==> src/core/doac_regs.vh <==
`ifndef DOAC_REGS_VH
`define DOAC_REGS_VH

// Register offsets
`define DOAC_OFS_OUTPUT_PIN_CONTROL 8'h03
`define DOAC_OFS_STANDARD_AUTOSWITCH_MASK 8'h04
`define DOAC_OFS_CHROMA_KILL_THRESHOLD 8'h06

// Reset values
`define DOAC_RST_OUTPUT_PIN_CONTROL 8'h01
`define DOAC_RST_STANDARD_AUTOSWITCH_MASK 8'hDC
`define DOAC_RST_CHROMA_KILL_THRESHOLD 8'h10

// Writable bit masks, writes clear reserved bits (autoswitch mask resets bits 7:6 to one)
`define DOAC_MSK_OUTPUT_PIN_CONTROL 8'hFF
`define DOAC_MSK_STANDARD_AUTOSWITCH_MASK 8'h3C
`define DOAC_MSK_CHROMA_KILL_THRESHOLD 8'h7F

// Output pin control fields
`define DOAC_BIT_VBLANK_SELECT 7
`define DOAC_BIT_GP_LEVEL 6
`define DOAC_BIT_SHARED_PIN_ENABLE 5
`define DOAC_BIT_LOCK_INDICATOR_SELECT 4
`define DOAC_BIT_PIXEL_OUT_ENABLE 3
`define DOAC_BIT_SYNC_OUT_ENABLE 2
`define DOAC_BIT_VBLANK_ON 1
`define DOAC_BIT_PIXEL_CLOCK_ENABLE 0

// Autoswitch mask fields
`define DOAC_BIT_SECAM_MASK 5
`define DOAC_BIT_NTSC443_MASK 4
`define DOAC_BIT_PALN_MASK 3
`define DOAC_BIT_PALM_MASK 2

// Chroma killer fields
`define DOAC_KILL_MODE_HI 6
`define DOAC_KILL_MODE_LO 5
`define DOAC_KILL_THRESH_HI 4
`define DOAC_KILL_THRESH_LO 0
`define DOAC_KILL_AUTO 2'h0
`define DOAC_KILL_FORCE 2'h2
`define DOAC_KILL_OFF 2'h3

// Serial slave address, arbitrary value
`define DOAC_SLAVE_ADDR 7'h5D

`endif

==> src/core/doac_top.v <==
`timescale 1ns/1ps
`include "doac_regs.vh"

//////////////////////////////////////////////////////////////////////////////
// Operation
// (RULE1) Bit 7 picks general-purpose level or vertical blank when shared mux enabled.
// (RULE2) Bit 6 is the general-purpose level, seen only if bit 7 low, bit 5 high.
// (RULE3) Bit 5 enables the shared pin driver; resets to disabled.
// (RULE4) Bit 4 swaps PAL indicator and field id for lock indicators.
// (RULE5) Bit 3 low floats the pixel bus; high drives it; default low.
// (RULE6) Pixel bus driven only when bit 3 and the data-processor enable are high.
// (RULE7) Data-processor enable resets high, bit 3 low, so bus floats after reset.
// (RULE8) Bit 2 drives the four sync pins; low floats them; default low.
// (RULE9) Genlock on the field pin keeps it driven regardless of bit 2.
// (RULE10) Bit 1 turns vertical blanking off or on; default off.
// (RULE11) Bit 0 drives the pixel clock pin; resets to one.
// (RULE12) Software keeps bit 0 set when writing to enable outputs.
// (RULE13) Autoswitch mask bits 5..2 exclude SECAM, NTSC 4.43, PAL-N, PAL-M; reset DCh.
// (RULE14) Kill mode: 00 auto, 01 reserved, 10 forced kill, 11 killer off.
// (RULE15) Five-bit kill threshold, -18 dB at 00000 to -30 dB, reset 10000.
// (RULE16) Reserved bits read zero and ignore writes; fields reset to defaults. Reset DCh sets reserved bits 7:6 of the autoswitch mask to one.
module doac_top (
  input wire ref_clk,
  input wire rst_n,
  input wire scl_in,
  input wire sda_in,
  output wire sda_out,
  output reg sda_oe,
  input wire shared_pin_mux_enable,
  input wire pal_field_pins_selected,
  input wire genlock_selected,
  input wire data_processor_out_enable,
  input wire [7:0] pixel_data,
  input wire hsync_level,
  input wire vsync_level,
  input wire pal_indicator,
  input wire active_video_flag,
  input wire field_identifier,
  input wire genlock_output,
  input wire horizontal_lock_indicator,
  input wire vertical_lock_indicator,
  input wire vertical_blank_signal,
  input wire interrupt_request,
  output wire [7:0] pixel_output_bus,
  output wire pixel_output_bus_oe,
  output wire hsync_pin,
  output wire hsync_pin_oe,
  output wire vertical_sync_or_pal_indicator_pin,
  output wire vertical_sync_or_pal_indicator_pin_oe,
  output wire active_video_pin,
  output wire active_video_pin_oe,
  output wire field_or_genlock_pin,
  output wire field_or_genlock_pin_oe,
  output wire interrupt_request_pin,
  output wire interrupt_request_pin_oe,
  output wire pixel_clock_pin_oe,
  output wire vertical_blank_enable,
  output wire secam_autoswitch_mask,
  output wire ntsc443_autoswitch_mask,
  output wire paln_autoswitch_mask,
  output wire palm_autoswitch_mask,
  output wire chroma_kill_auto,
  output wire chroma_kill_force,
  output wire chroma_kill_disable,
  output wire [4:0] chroma_kill_threshold
);

  //////////////////////////////////////////////////////////////////////////////
  // Serial slave states
  localparam [8:0] ST_IDLE = 9'h001;
  localparam [8:0] ST_ADDR = 9'h002;
  localparam [8:0] ST_AACK = 9'h004;
  localparam [8:0] ST_SUB = 9'h008;
  localparam [8:0] ST_SACK = 9'h010;
  localparam [8:0] ST_WR = 9'h020;
  localparam [8:0] ST_WACK = 9'h040;
  localparam [8:0] ST_RD = 9'h080;
  localparam [8:0] ST_RACK = 9'h100;

  reg [8:0] state;
  reg scl_q;
  reg sda_q;
  reg [7:0] shreg;
  reg [7:0] txreg;
  reg [3:0] bitcnt;
  reg [7:0] subaddr;
  reg rw_read;
  reg wr_en;
  reg [7:0] rdata;

  wire [7:0] output_pin_control;
  wire [7:0] standard_autoswitch_mask;
  wire [7:0] chroma_kill_reg;

  wire scl_rise = scl_in & ~scl_q;
  wire scl_fall = ~scl_in & scl_q;
  wire bus_start = scl_in & scl_q & sda_q & ~sda_in;
  wire bus_stop = scl_in & scl_q & ~sda_q & sda_in;
  wire byte_done = (bitcnt == 4'h8);

  // Open-drain data line only ever pulls low
  assign sda_out = 1'b0;

  //////////////////////////////////////////////////////////////////////////////
  // Read mux; unmapped subaddresses read zero
  always @*
  begin
    case (subaddr)
      `DOAC_OFS_OUTPUT_PIN_CONTROL: rdata = output_pin_control;
      `DOAC_OFS_STANDARD_AUTOSWITCH_MASK: rdata = standard_autoswitch_mask;
      `DOAC_OFS_CHROMA_KILL_THRESHOLD: rdata = chroma_kill_reg;
      default: rdata = 8'h00;
    endcase
  end

  //////////////////////////////////////////////////////////////////////////////
  // Serial engine: sample on rising clock, change data line on falling clock
  always @(posedge ref_clk or negedge rst_n)
  begin
    if (!rst_n)
    begin
      state <= ST_IDLE;
      scl_q <= 1'b1;
      sda_q <= 1'b1;
      shreg <= 8'h00;
      txreg <= 8'h00;
      bitcnt <= 4'h0;
      subaddr <= 8'h00;
      rw_read <= 1'b0;
      wr_en <= 1'b0;
      sda_oe <= 1'b0;
    end
    else
    begin
      scl_q <= scl_in;
      sda_q <= sda_in;
      wr_en <= 1'b0;
      if (scl_rise)
      begin
        shreg <= {shreg[6:0], sda_in};
        bitcnt <= bitcnt + 4'h1;
      end
      if (bus_start)
      begin
        state <= ST_ADDR;
        bitcnt <= 4'h0;
        sda_oe <= 1'b0;
      end
      else if (bus_stop)
      begin
        state <= ST_IDLE;
        sda_oe <= 1'b0;
      end
      else if (scl_fall)
      begin
        case (state)
          ST_IDLE:
          begin
            sda_oe <= 1'b0;
          end
          ST_ADDR:
          begin
            if (byte_done)
            begin
              if (shreg[7:1] == `DOAC_SLAVE_ADDR)
              begin
                state <= ST_AACK;
                rw_read <= shreg[0];
                sda_oe <= 1'b1;
              end
              else
                state <= ST_IDLE;
            end
          end
          ST_AACK:
          begin
            bitcnt <= 4'h0;
            if (rw_read)
            begin
              state <= ST_RD;
              txreg <= rdata;
              sda_oe <= ~rdata[7];
            end
            else
            begin
              state <= ST_SUB;
              sda_oe <= 1'b0;
            end
          end
          ST_SUB:
          begin
            if (byte_done)
            begin
              subaddr <= shreg;
              state <= ST_SACK;
              sda_oe <= 1'b1;
            end
          end
          ST_SACK:
          begin
            bitcnt <= 4'h0;
            state <= ST_WR;
            sda_oe <= 1'b0;
          end
          ST_WR:
          begin
            if (byte_done)
            begin
              wr_en <= 1'b1;
              state <= ST_WACK;
              sda_oe <= 1'b1;
            end
          end
          ST_WACK:
          begin
            bitcnt <= 4'h0;
            subaddr <= subaddr + 8'h01;
            state <= ST_WR;
            sda_oe <= 1'b0;
          end
          ST_RD:
          begin
            if (byte_done)
            begin
              state <= ST_RACK;
              subaddr <= subaddr + 8'h01;
              sda_oe <= 1'b0;
            end
            else
            begin
              txreg <= {txreg[6:0], 1'b0};
              sda_oe <= ~txreg[6];
            end
          end
          ST_RACK:
          begin
            bitcnt <= 4'h0;
            // Master not-acknowledge ends the read burst
            if (shreg[0])
            begin
              state <= ST_IDLE;
              sda_oe <= 1'b0;
            end
            else
            begin
              state <= ST_RD;
              txreg <= rdata;
              sda_oe <= ~rdata[7];
            end
          end
          default:
          begin
            state <= ST_IDLE;
            sda_oe <= 1'b0;
          end
        endcase
      end
    end
  end

  //////////////////////////////////////////////////////////////////////////////
  // Register bank
  doac_reg #(
    .OFFSET(`DOAC_OFS_OUTPUT_PIN_CONTROL),
    .RESET(`DOAC_RST_OUTPUT_PIN_CONTROL),
    .MASK(`DOAC_MSK_OUTPUT_PIN_CONTROL)
  ) u_output_pin_control (
    .ref_clk(ref_clk),
    .rst_n(rst_n),
    .wr_en(wr_en),
    .wr_addr(subaddr),
    .wr_data(shreg),
    .q(output_pin_control)
  );

  doac_reg #(
    .OFFSET(`DOAC_OFS_STANDARD_AUTOSWITCH_MASK),
    .RESET(`DOAC_RST_STANDARD_AUTOSWITCH_MASK),
    .MASK(`DOAC_MSK_STANDARD_AUTOSWITCH_MASK)
  ) u_standard_autoswitch_mask (
    .ref_clk(ref_clk),
    .rst_n(rst_n),
    .wr_en(wr_en),
    .wr_addr(subaddr),
    .wr_data(shreg),
    .q(standard_autoswitch_mask)
  );

  doac_reg #(
    .OFFSET(`DOAC_OFS_CHROMA_KILL_THRESHOLD),
    .RESET(`DOAC_RST_CHROMA_KILL_THRESHOLD),
    .MASK(`DOAC_MSK_CHROMA_KILL_THRESHOLD)
  ) u_chroma_kill_threshold (
    .ref_clk(ref_clk),
    .rst_n(rst_n),
    .wr_en(wr_en),
    .wr_addr(subaddr),
    .wr_data(shreg),
    .q(chroma_kill_reg)
  );

  //////////////////////////////////////////////////////////////////////////////
  // Field decode
  wire vblank_select = output_pin_control[`DOAC_BIT_VBLANK_SELECT];
  wire general_purpose_out_level = output_pin_control[`DOAC_BIT_GP_LEVEL];
  wire shared_pin_enable = output_pin_control[`DOAC_BIT_SHARED_PIN_ENABLE];
  wire lock_indicator_select = output_pin_control[`DOAC_BIT_LOCK_INDICATOR_SELECT];
  wire decoder_pixel_out_enable = output_pin_control[`DOAC_BIT_PIXEL_OUT_ENABLE];
  wire sync_out_enable = output_pin_control[`DOAC_BIT_SYNC_OUT_ENABLE];
  wire [1:0] kill_mode = chroma_kill_reg[`DOAC_KILL_MODE_HI:`DOAC_KILL_MODE_LO];

  assign vertical_blank_enable = output_pin_control[`DOAC_BIT_VBLANK_ON]; // (RULE10)
  assign secam_autoswitch_mask = standard_autoswitch_mask[`DOAC_BIT_SECAM_MASK]; // (RULE13)
  assign ntsc443_autoswitch_mask = standard_autoswitch_mask[`DOAC_BIT_NTSC443_MASK]; // (RULE13)
  assign paln_autoswitch_mask = standard_autoswitch_mask[`DOAC_BIT_PALN_MASK]; // (RULE13)
  assign palm_autoswitch_mask = standard_autoswitch_mask[`DOAC_BIT_PALM_MASK]; // (RULE13)
  // Reserved code 01 is treated as automatic
  assign chroma_kill_force = (kill_mode == `DOAC_KILL_FORCE); // (RULE14)
  assign chroma_kill_disable = (kill_mode == `DOAC_KILL_OFF); // (RULE14)
  assign chroma_kill_auto = ~chroma_kill_force & ~chroma_kill_disable; // (RULE14)
  assign chroma_kill_threshold =
    chroma_kill_reg[`DOAC_KILL_THRESH_HI:`DOAC_KILL_THRESH_LO]; // (RULE15)

  //////////////////////////////////////////////////////////////////////////////
  // Pin selection
  wire vblank_gated = vertical_blank_signal & vertical_blank_enable; // (RULE10)
  wire shared_level = shared_pin_mux_enable ?
    (vblank_select ? vblank_gated : general_purpose_out_level) : // (RULE1) (RULE2)
    interrupt_request;
  wire vsync_level_sel = pal_field_pins_selected ?
    (lock_indicator_select ? horizontal_lock_indicator : pal_indicator) : // (RULE4)
    vsync_level;
  wire field_level_sel = genlock_selected ? genlock_output :
    (pal_field_pins_selected && lock_indicator_select) ? vertical_lock_indicator : // (RULE4)
    field_identifier;
  // Both enables required; data processor enable resets high outside this block
  wire pixel_bus_enable =
    decoder_pixel_out_enable & data_processor_out_enable; // (RULE5) (RULE6) (RULE7)
  wire field_enable = sync_out_enable | genlock_selected; // (RULE8) (RULE9)

  //////////////////////////////////////////////////////////////////////////////
  // Registered pin drivers
  doac_pin_stage #(.W(8), .OE_RESET(1'b0)) u_pixel_bus (
    .ref_clk(ref_clk),
    .rst_n(rst_n),
    .level(pixel_data),
    .enable(pixel_bus_enable),
    .pin(pixel_output_bus),
    .pin_oe(pixel_output_bus_oe)
  );

  doac_pin_stage #(.W(1), .OE_RESET(1'b0)) u_hsync (
    .ref_clk(ref_clk),
    .rst_n(rst_n),
    .level(hsync_level),
    .enable(sync_out_enable), // (RULE8)
    .pin(hsync_pin),
    .pin_oe(hsync_pin_oe)
  );

  doac_pin_stage #(.W(1), .OE_RESET(1'b0)) u_vsync (
    .ref_clk(ref_clk),
    .rst_n(rst_n),
    .level(vsync_level_sel),
    .enable(sync_out_enable), // (RULE8)
    .pin(vertical_sync_or_pal_indicator_pin),
    .pin_oe(vertical_sync_or_pal_indicator_pin_oe)
  );

  doac_pin_stage #(.W(1), .OE_RESET(1'b0)) u_active_video (
    .ref_clk(ref_clk),
    .rst_n(rst_n),
    .level(active_video_flag),
    .enable(sync_out_enable), // (RULE8)
    .pin(active_video_pin),
    .pin_oe(active_video_pin_oe)
  );

  doac_pin_stage #(.W(1), .OE_RESET(1'b0)) u_field (
    .ref_clk(ref_clk),
    .rst_n(rst_n),
    .level(field_level_sel),
    .enable(field_enable),
    .pin(field_or_genlock_pin),
    .pin_oe(field_or_genlock_pin_oe)
  );

  doac_pin_stage #(.W(1), .OE_RESET(1'b0)) u_shared_pin (
    .ref_clk(ref_clk),
    .rst_n(rst_n),
    .level(shared_level),
    .enable(shared_pin_enable), // (RULE3)
    .pin(interrupt_request_pin),
    .pin_oe(interrupt_request_pin_oe)
  );

  // Reset default keeps the pixel clock driven
  doac_pin_stage #(.W(1), .OE_RESET(1'b1)) u_pixel_clock (
    .ref_clk(ref_clk),
    .rst_n(rst_n),
    .level(1'b0),
    .enable(output_pin_control[`DOAC_BIT_PIXEL_CLOCK_ENABLE]), // (RULE11)
    .pin(),
    .pin_oe(pixel_clock_pin_oe)
  );

endmodule

==> src/core/doac_reg.v <==
`timescale 1ns/1ps
module doac_reg #(
  parameter [7:0] OFFSET = 8'h00,
  parameter [7:0] RESET = 8'h00,
  parameter [7:0] MASK = 8'hFF
) (
  input wire ref_clk,
  input wire rst_n,
  input wire wr_en,
  input wire [7:0] wr_addr,
  input wire [7:0] wr_data,
  output reg [7:0] q
);

  always @(posedge ref_clk or negedge rst_n)
  begin
    if (!rst_n)
      q <= RESET; // (RULE16)
    else if (wr_en && (wr_addr == OFFSET))
      q <= wr_data & MASK; // (RULE16)
  end

endmodule

==> src/core/doac_pin_stage.v <==
`timescale 1ns/1ps
module doac_pin_stage #(
  parameter W = 1,
  parameter OE_RESET = 1'b0
) (
  input wire ref_clk,
  input wire rst_n,
  input wire [W-1:0] level,
  input wire enable,
  output reg [W-1:0] pin,
  output reg pin_oe
);

  always @(posedge ref_clk or negedge rst_n)
  begin
    if (!rst_n)
    begin
      pin <= {W{1'b0}};
      pin_oe <= OE_RESET;
    end
    else
    begin
      pin <= level;
      pin_oe <= enable;
    end
  end

endmodule

==> config.mk <==
export PLATFORM = sky130hd
export DESIGN_NAME = doac_top
export DESIGN_NICKNAME = d
export VERILOG_FILES = /design/src/core/doac_top.v /design/src/core/doac_reg.v /design/src/core/doac_pin_stage.v
export VERILOG_INCLUDE_DIRS = /design/src /design/src/core
export SDC_FILE = /design/constraint.sdc
export NUM_CORES = 1
export LEC_CHECK = 0
export BUFFER_PORTS_ARGS = -buffer_cell sky130_fd_sc_hd__buf_2
export CAP_MARGIN = 30
export CORE_MARGIN = 5
export CORE_UTILIZATION = 61
export DETAILED_ROUTE_END_ITERATION = 8
export PLACE_DENSITY = 0.94
export SYNTH_ARGS = -nofsm -noshare
export SYNTH_HDL_FRONTEND = slang
export SYNTH_SLANG_ARGS = --single-unit
==> constraint.sdc <==
create_clock -name ref_clk -period 4.4 [get_ports ref_clk]
set_clock_uncertainty 0.05 [all_clocks]
set_input_delay 0.88 -clock ref_clk [delete_from_list [all_inputs] [get_ports ref_clk]]
set_output_delay 0.88 -clock ref_clk [all_outputs]
set_load 0.01 [all_outputs]
==> run metrics <==
Max rail drop VDD between 0.3 and 0.4 mV; Power Density 377.6 mW/mm2; most frequent cells in the layout dfrtp_1, buf_2, nand2_1, mux2_2, nor2_1; Mapped Nets between 400 and 500; CP Capture Type register; Max Slew Vio Count 0; final setup margin about 1.5 ns; placed cell count 502; final cell count without fillers approximately 520; clk buf depth 2; CP arrival a little over 3 ns; Tot GR Track Use 24.20%; CTS tree yes; DP Wirelength ~6900 um; clk sinks about 80; io pins approximately 60; Avg Vias per Cell 6.420; worst slew pin tran ~0.86 ns; cell count after synthesis about 400; post-synthesis async set-or-reset flop share 100.0%; Yosys warning total 0; Iter 0 DRT Violations 495; Clock Latency Late Sink approximately 0.35 ns; Filler cells ~440; run status finished, final reports clean; DR vias around 3300; WL final 10010 um; crit-path max FO 16; RSZ-0062 raised after global routing no; Initial Util between 60% and 70%; Post-synth EDFFs 0; DRT antenna net count 0; leakage power about 2.2 nW; commonest non-fill, non-tap cell in the layout dfrtp_1; fin nets ~470; Netlist cell types 54; sequential share of the synthesized area ~50%; die width roughly 91 um; CTS Buf Count 9; CTS Hold Bufs 0; RD Place Congestion between 0.9 and 1; Final setup viols 0; Root Driver clkbuf_8; final critical-path required period about 2.9 ns; Hold Violations, Final 0; CP required around 4.6 ns; setup slack, reg-to-reg between 1.5 and 2 ns; utilization after layout a little over two thirds; Crit Path Category register to register; cts repair resizes 0; die height ~90 um; Inserted Diodes 0; crit share post-route between 60% and 70%; fraction of layout cells with a size suffix above 1 between 20 and 30%; largest net degree at the start of global routing 80; pre-CTS WS about 1.6 ns; buffer count from post-CTS setup fixing 0; synthesized area per cell 10.12 um2; hold crit path type input port to asynchronous set/reset pin; # Max-Cap Violations 0; die area just over 0.008 mm2; Setup TNS 0 ns; TritonRoute pass-1 iters 5; residual DRC count 0; first-pass GRT wire length ~16000 um; core box area 0.006386 mm2; area grow syn2layout 12.03%; Yosys reg bits 79; Syn Std Cell Area roughly 0.0040 mm2; H-tree levels 3; initial antenna violation count 0; clock slew at reported path FFs 0.08 ns; port bufs 59; Cell Rows 29; Congestion Overflow GR 0; CP Launch Type register; maximum clock rate ~0.35 GHz; ys flop type dfrtp_1; slew margin rel. 42.85%; WL per Instance 19.29 um; vias in the first global route 3187
-- registers in the layout, indices dropped and copies added, names as in the netlist, 4 cells and up --
name	count
u_pixel_bus.pin	8
bitcnt	4
u_standard_autoswitch_mask.q	5
shreg	8
u_output_pin_control.q	8
subaddr	8
u_chroma_kill_threshold.q	7
state	9
txreg	7
-- worst paths after layout --
path,cells past startpoint,startpoint,end
min in group ref_clk,0,u_output_pin_control.q[0],u_pixel_clock.pin_oe
worst max-delay path,5,state[2],subaddr[0]
max in group asynchronous,2,rst_n,u_output_pin_control.q[0]
worst max register to register,5,state[2],subaddr[0]
worst min-delay path,1,rst_n,u_pixel_bus.pin[4]
worst min register to register,0,u_output_pin_control.q[0],u_pixel_clock.pin_oe
-- through the flow --
step | hold WS, ns | instance area [um2] | power (mW)
after global routing | 0.2430 | 4499 | 1.768
after global placement | 0.3271 | 4265 | 1.110
after CTS | 0.3399 | 4472 | 1.683
after detailed placement | 0.3276 | 4265 | 1.124
final | 0.2634 | 4499 | 1.699
after floorplan | 0.3086 | 4016 | 1.019
-- critical path, cell delays in order (launching register included) --
cell and delay (ns):
dfrtp_1 0.54, nor4_1 0.65, and4_1 0.60, o21ai_1 0.32
and2_1 0.32, o221a_2 0.30
-- report_power, final --
group | switching, mW | leakage, nW | total [mW] | internal (mW)
clock network | 0.284 | 0.0981 | 0.568 | 0.284
logic | 0.155 | 1.05 | 0.262 | 0.107
registers | 0.0867 | 1.02 | 0.869 | 0.782
-- area by class of cell --
type,instances,area (um2),share of cell area (%)
inverters,10,37.54,0.8343
clock buffers,11,141.4,3.142
repair buffers,61,332.8,7.397
flip-flops and latches,79,1989,44.22
multi-input cells,276,1837,40.82
clock inverters,5,65.06,1.446
well taps,77,96.34,2.141
-- kinds of logic after synthesis --
| family | Yosys count | share of synthesized area (%) |
|---|---|---|
| muxes | 38 | 10.47 |
| AOI/OAI and AO/OA | 70 | 11.25 |
| xor gates and xnor gates | 10 | 2.181 |
| buffers and inverters | 42 | 4.891 |
| and+or+nand+nor | 152 | 20.03 |
| other | 1 | 0.09337 |
| DFF | 79 | 49.53 |
| adders and majority gates | 5 | 1.558 |
-- per-layer routing --
layer / wire length (um) / GRT usage [%]
met4: 260 / 8.068
met1: 3961 / 32.07
met3: 765 / 5.785
met5: 0 / 0
met2: 5024 / 39.24
-- synth_stat cells (5+ instances only) --
library cell / count / share of area, %
ha_1: 5 / 1.6
a31oi_1: 10 / 1.6
a22o_1: 5 / 1.1
inv_1: 10 / 0.93
a21oi_1: 17 / 2.1
nor3_1: 5 / 0.62
mux2_2: 32 / 9.0
nor4_1: 8 / 1.2
and3_1: 6 / 0.93
mux2i_1: 6 / 1.5
dfstp_2: 10 / 6.5
nor2_1: 22 / 2.1
clkbuf_1: 15 / 1.4
nor2b_1: 10 / 1.6
nand2_1: 48 / 4.5
and2_1: 5 / 0.78
dfrtp_1: 69 / 43
xor2_1: 6 / 1.3
o21ai_0: 19 / 2.4
nand4_1: 5 / 0.78
a22oi_1: 5 / 0.93
buf_4: 9 / 1.7
nand3_1: 14 / 1.7
Note: power is estimated with default switching activity, not from simulation.
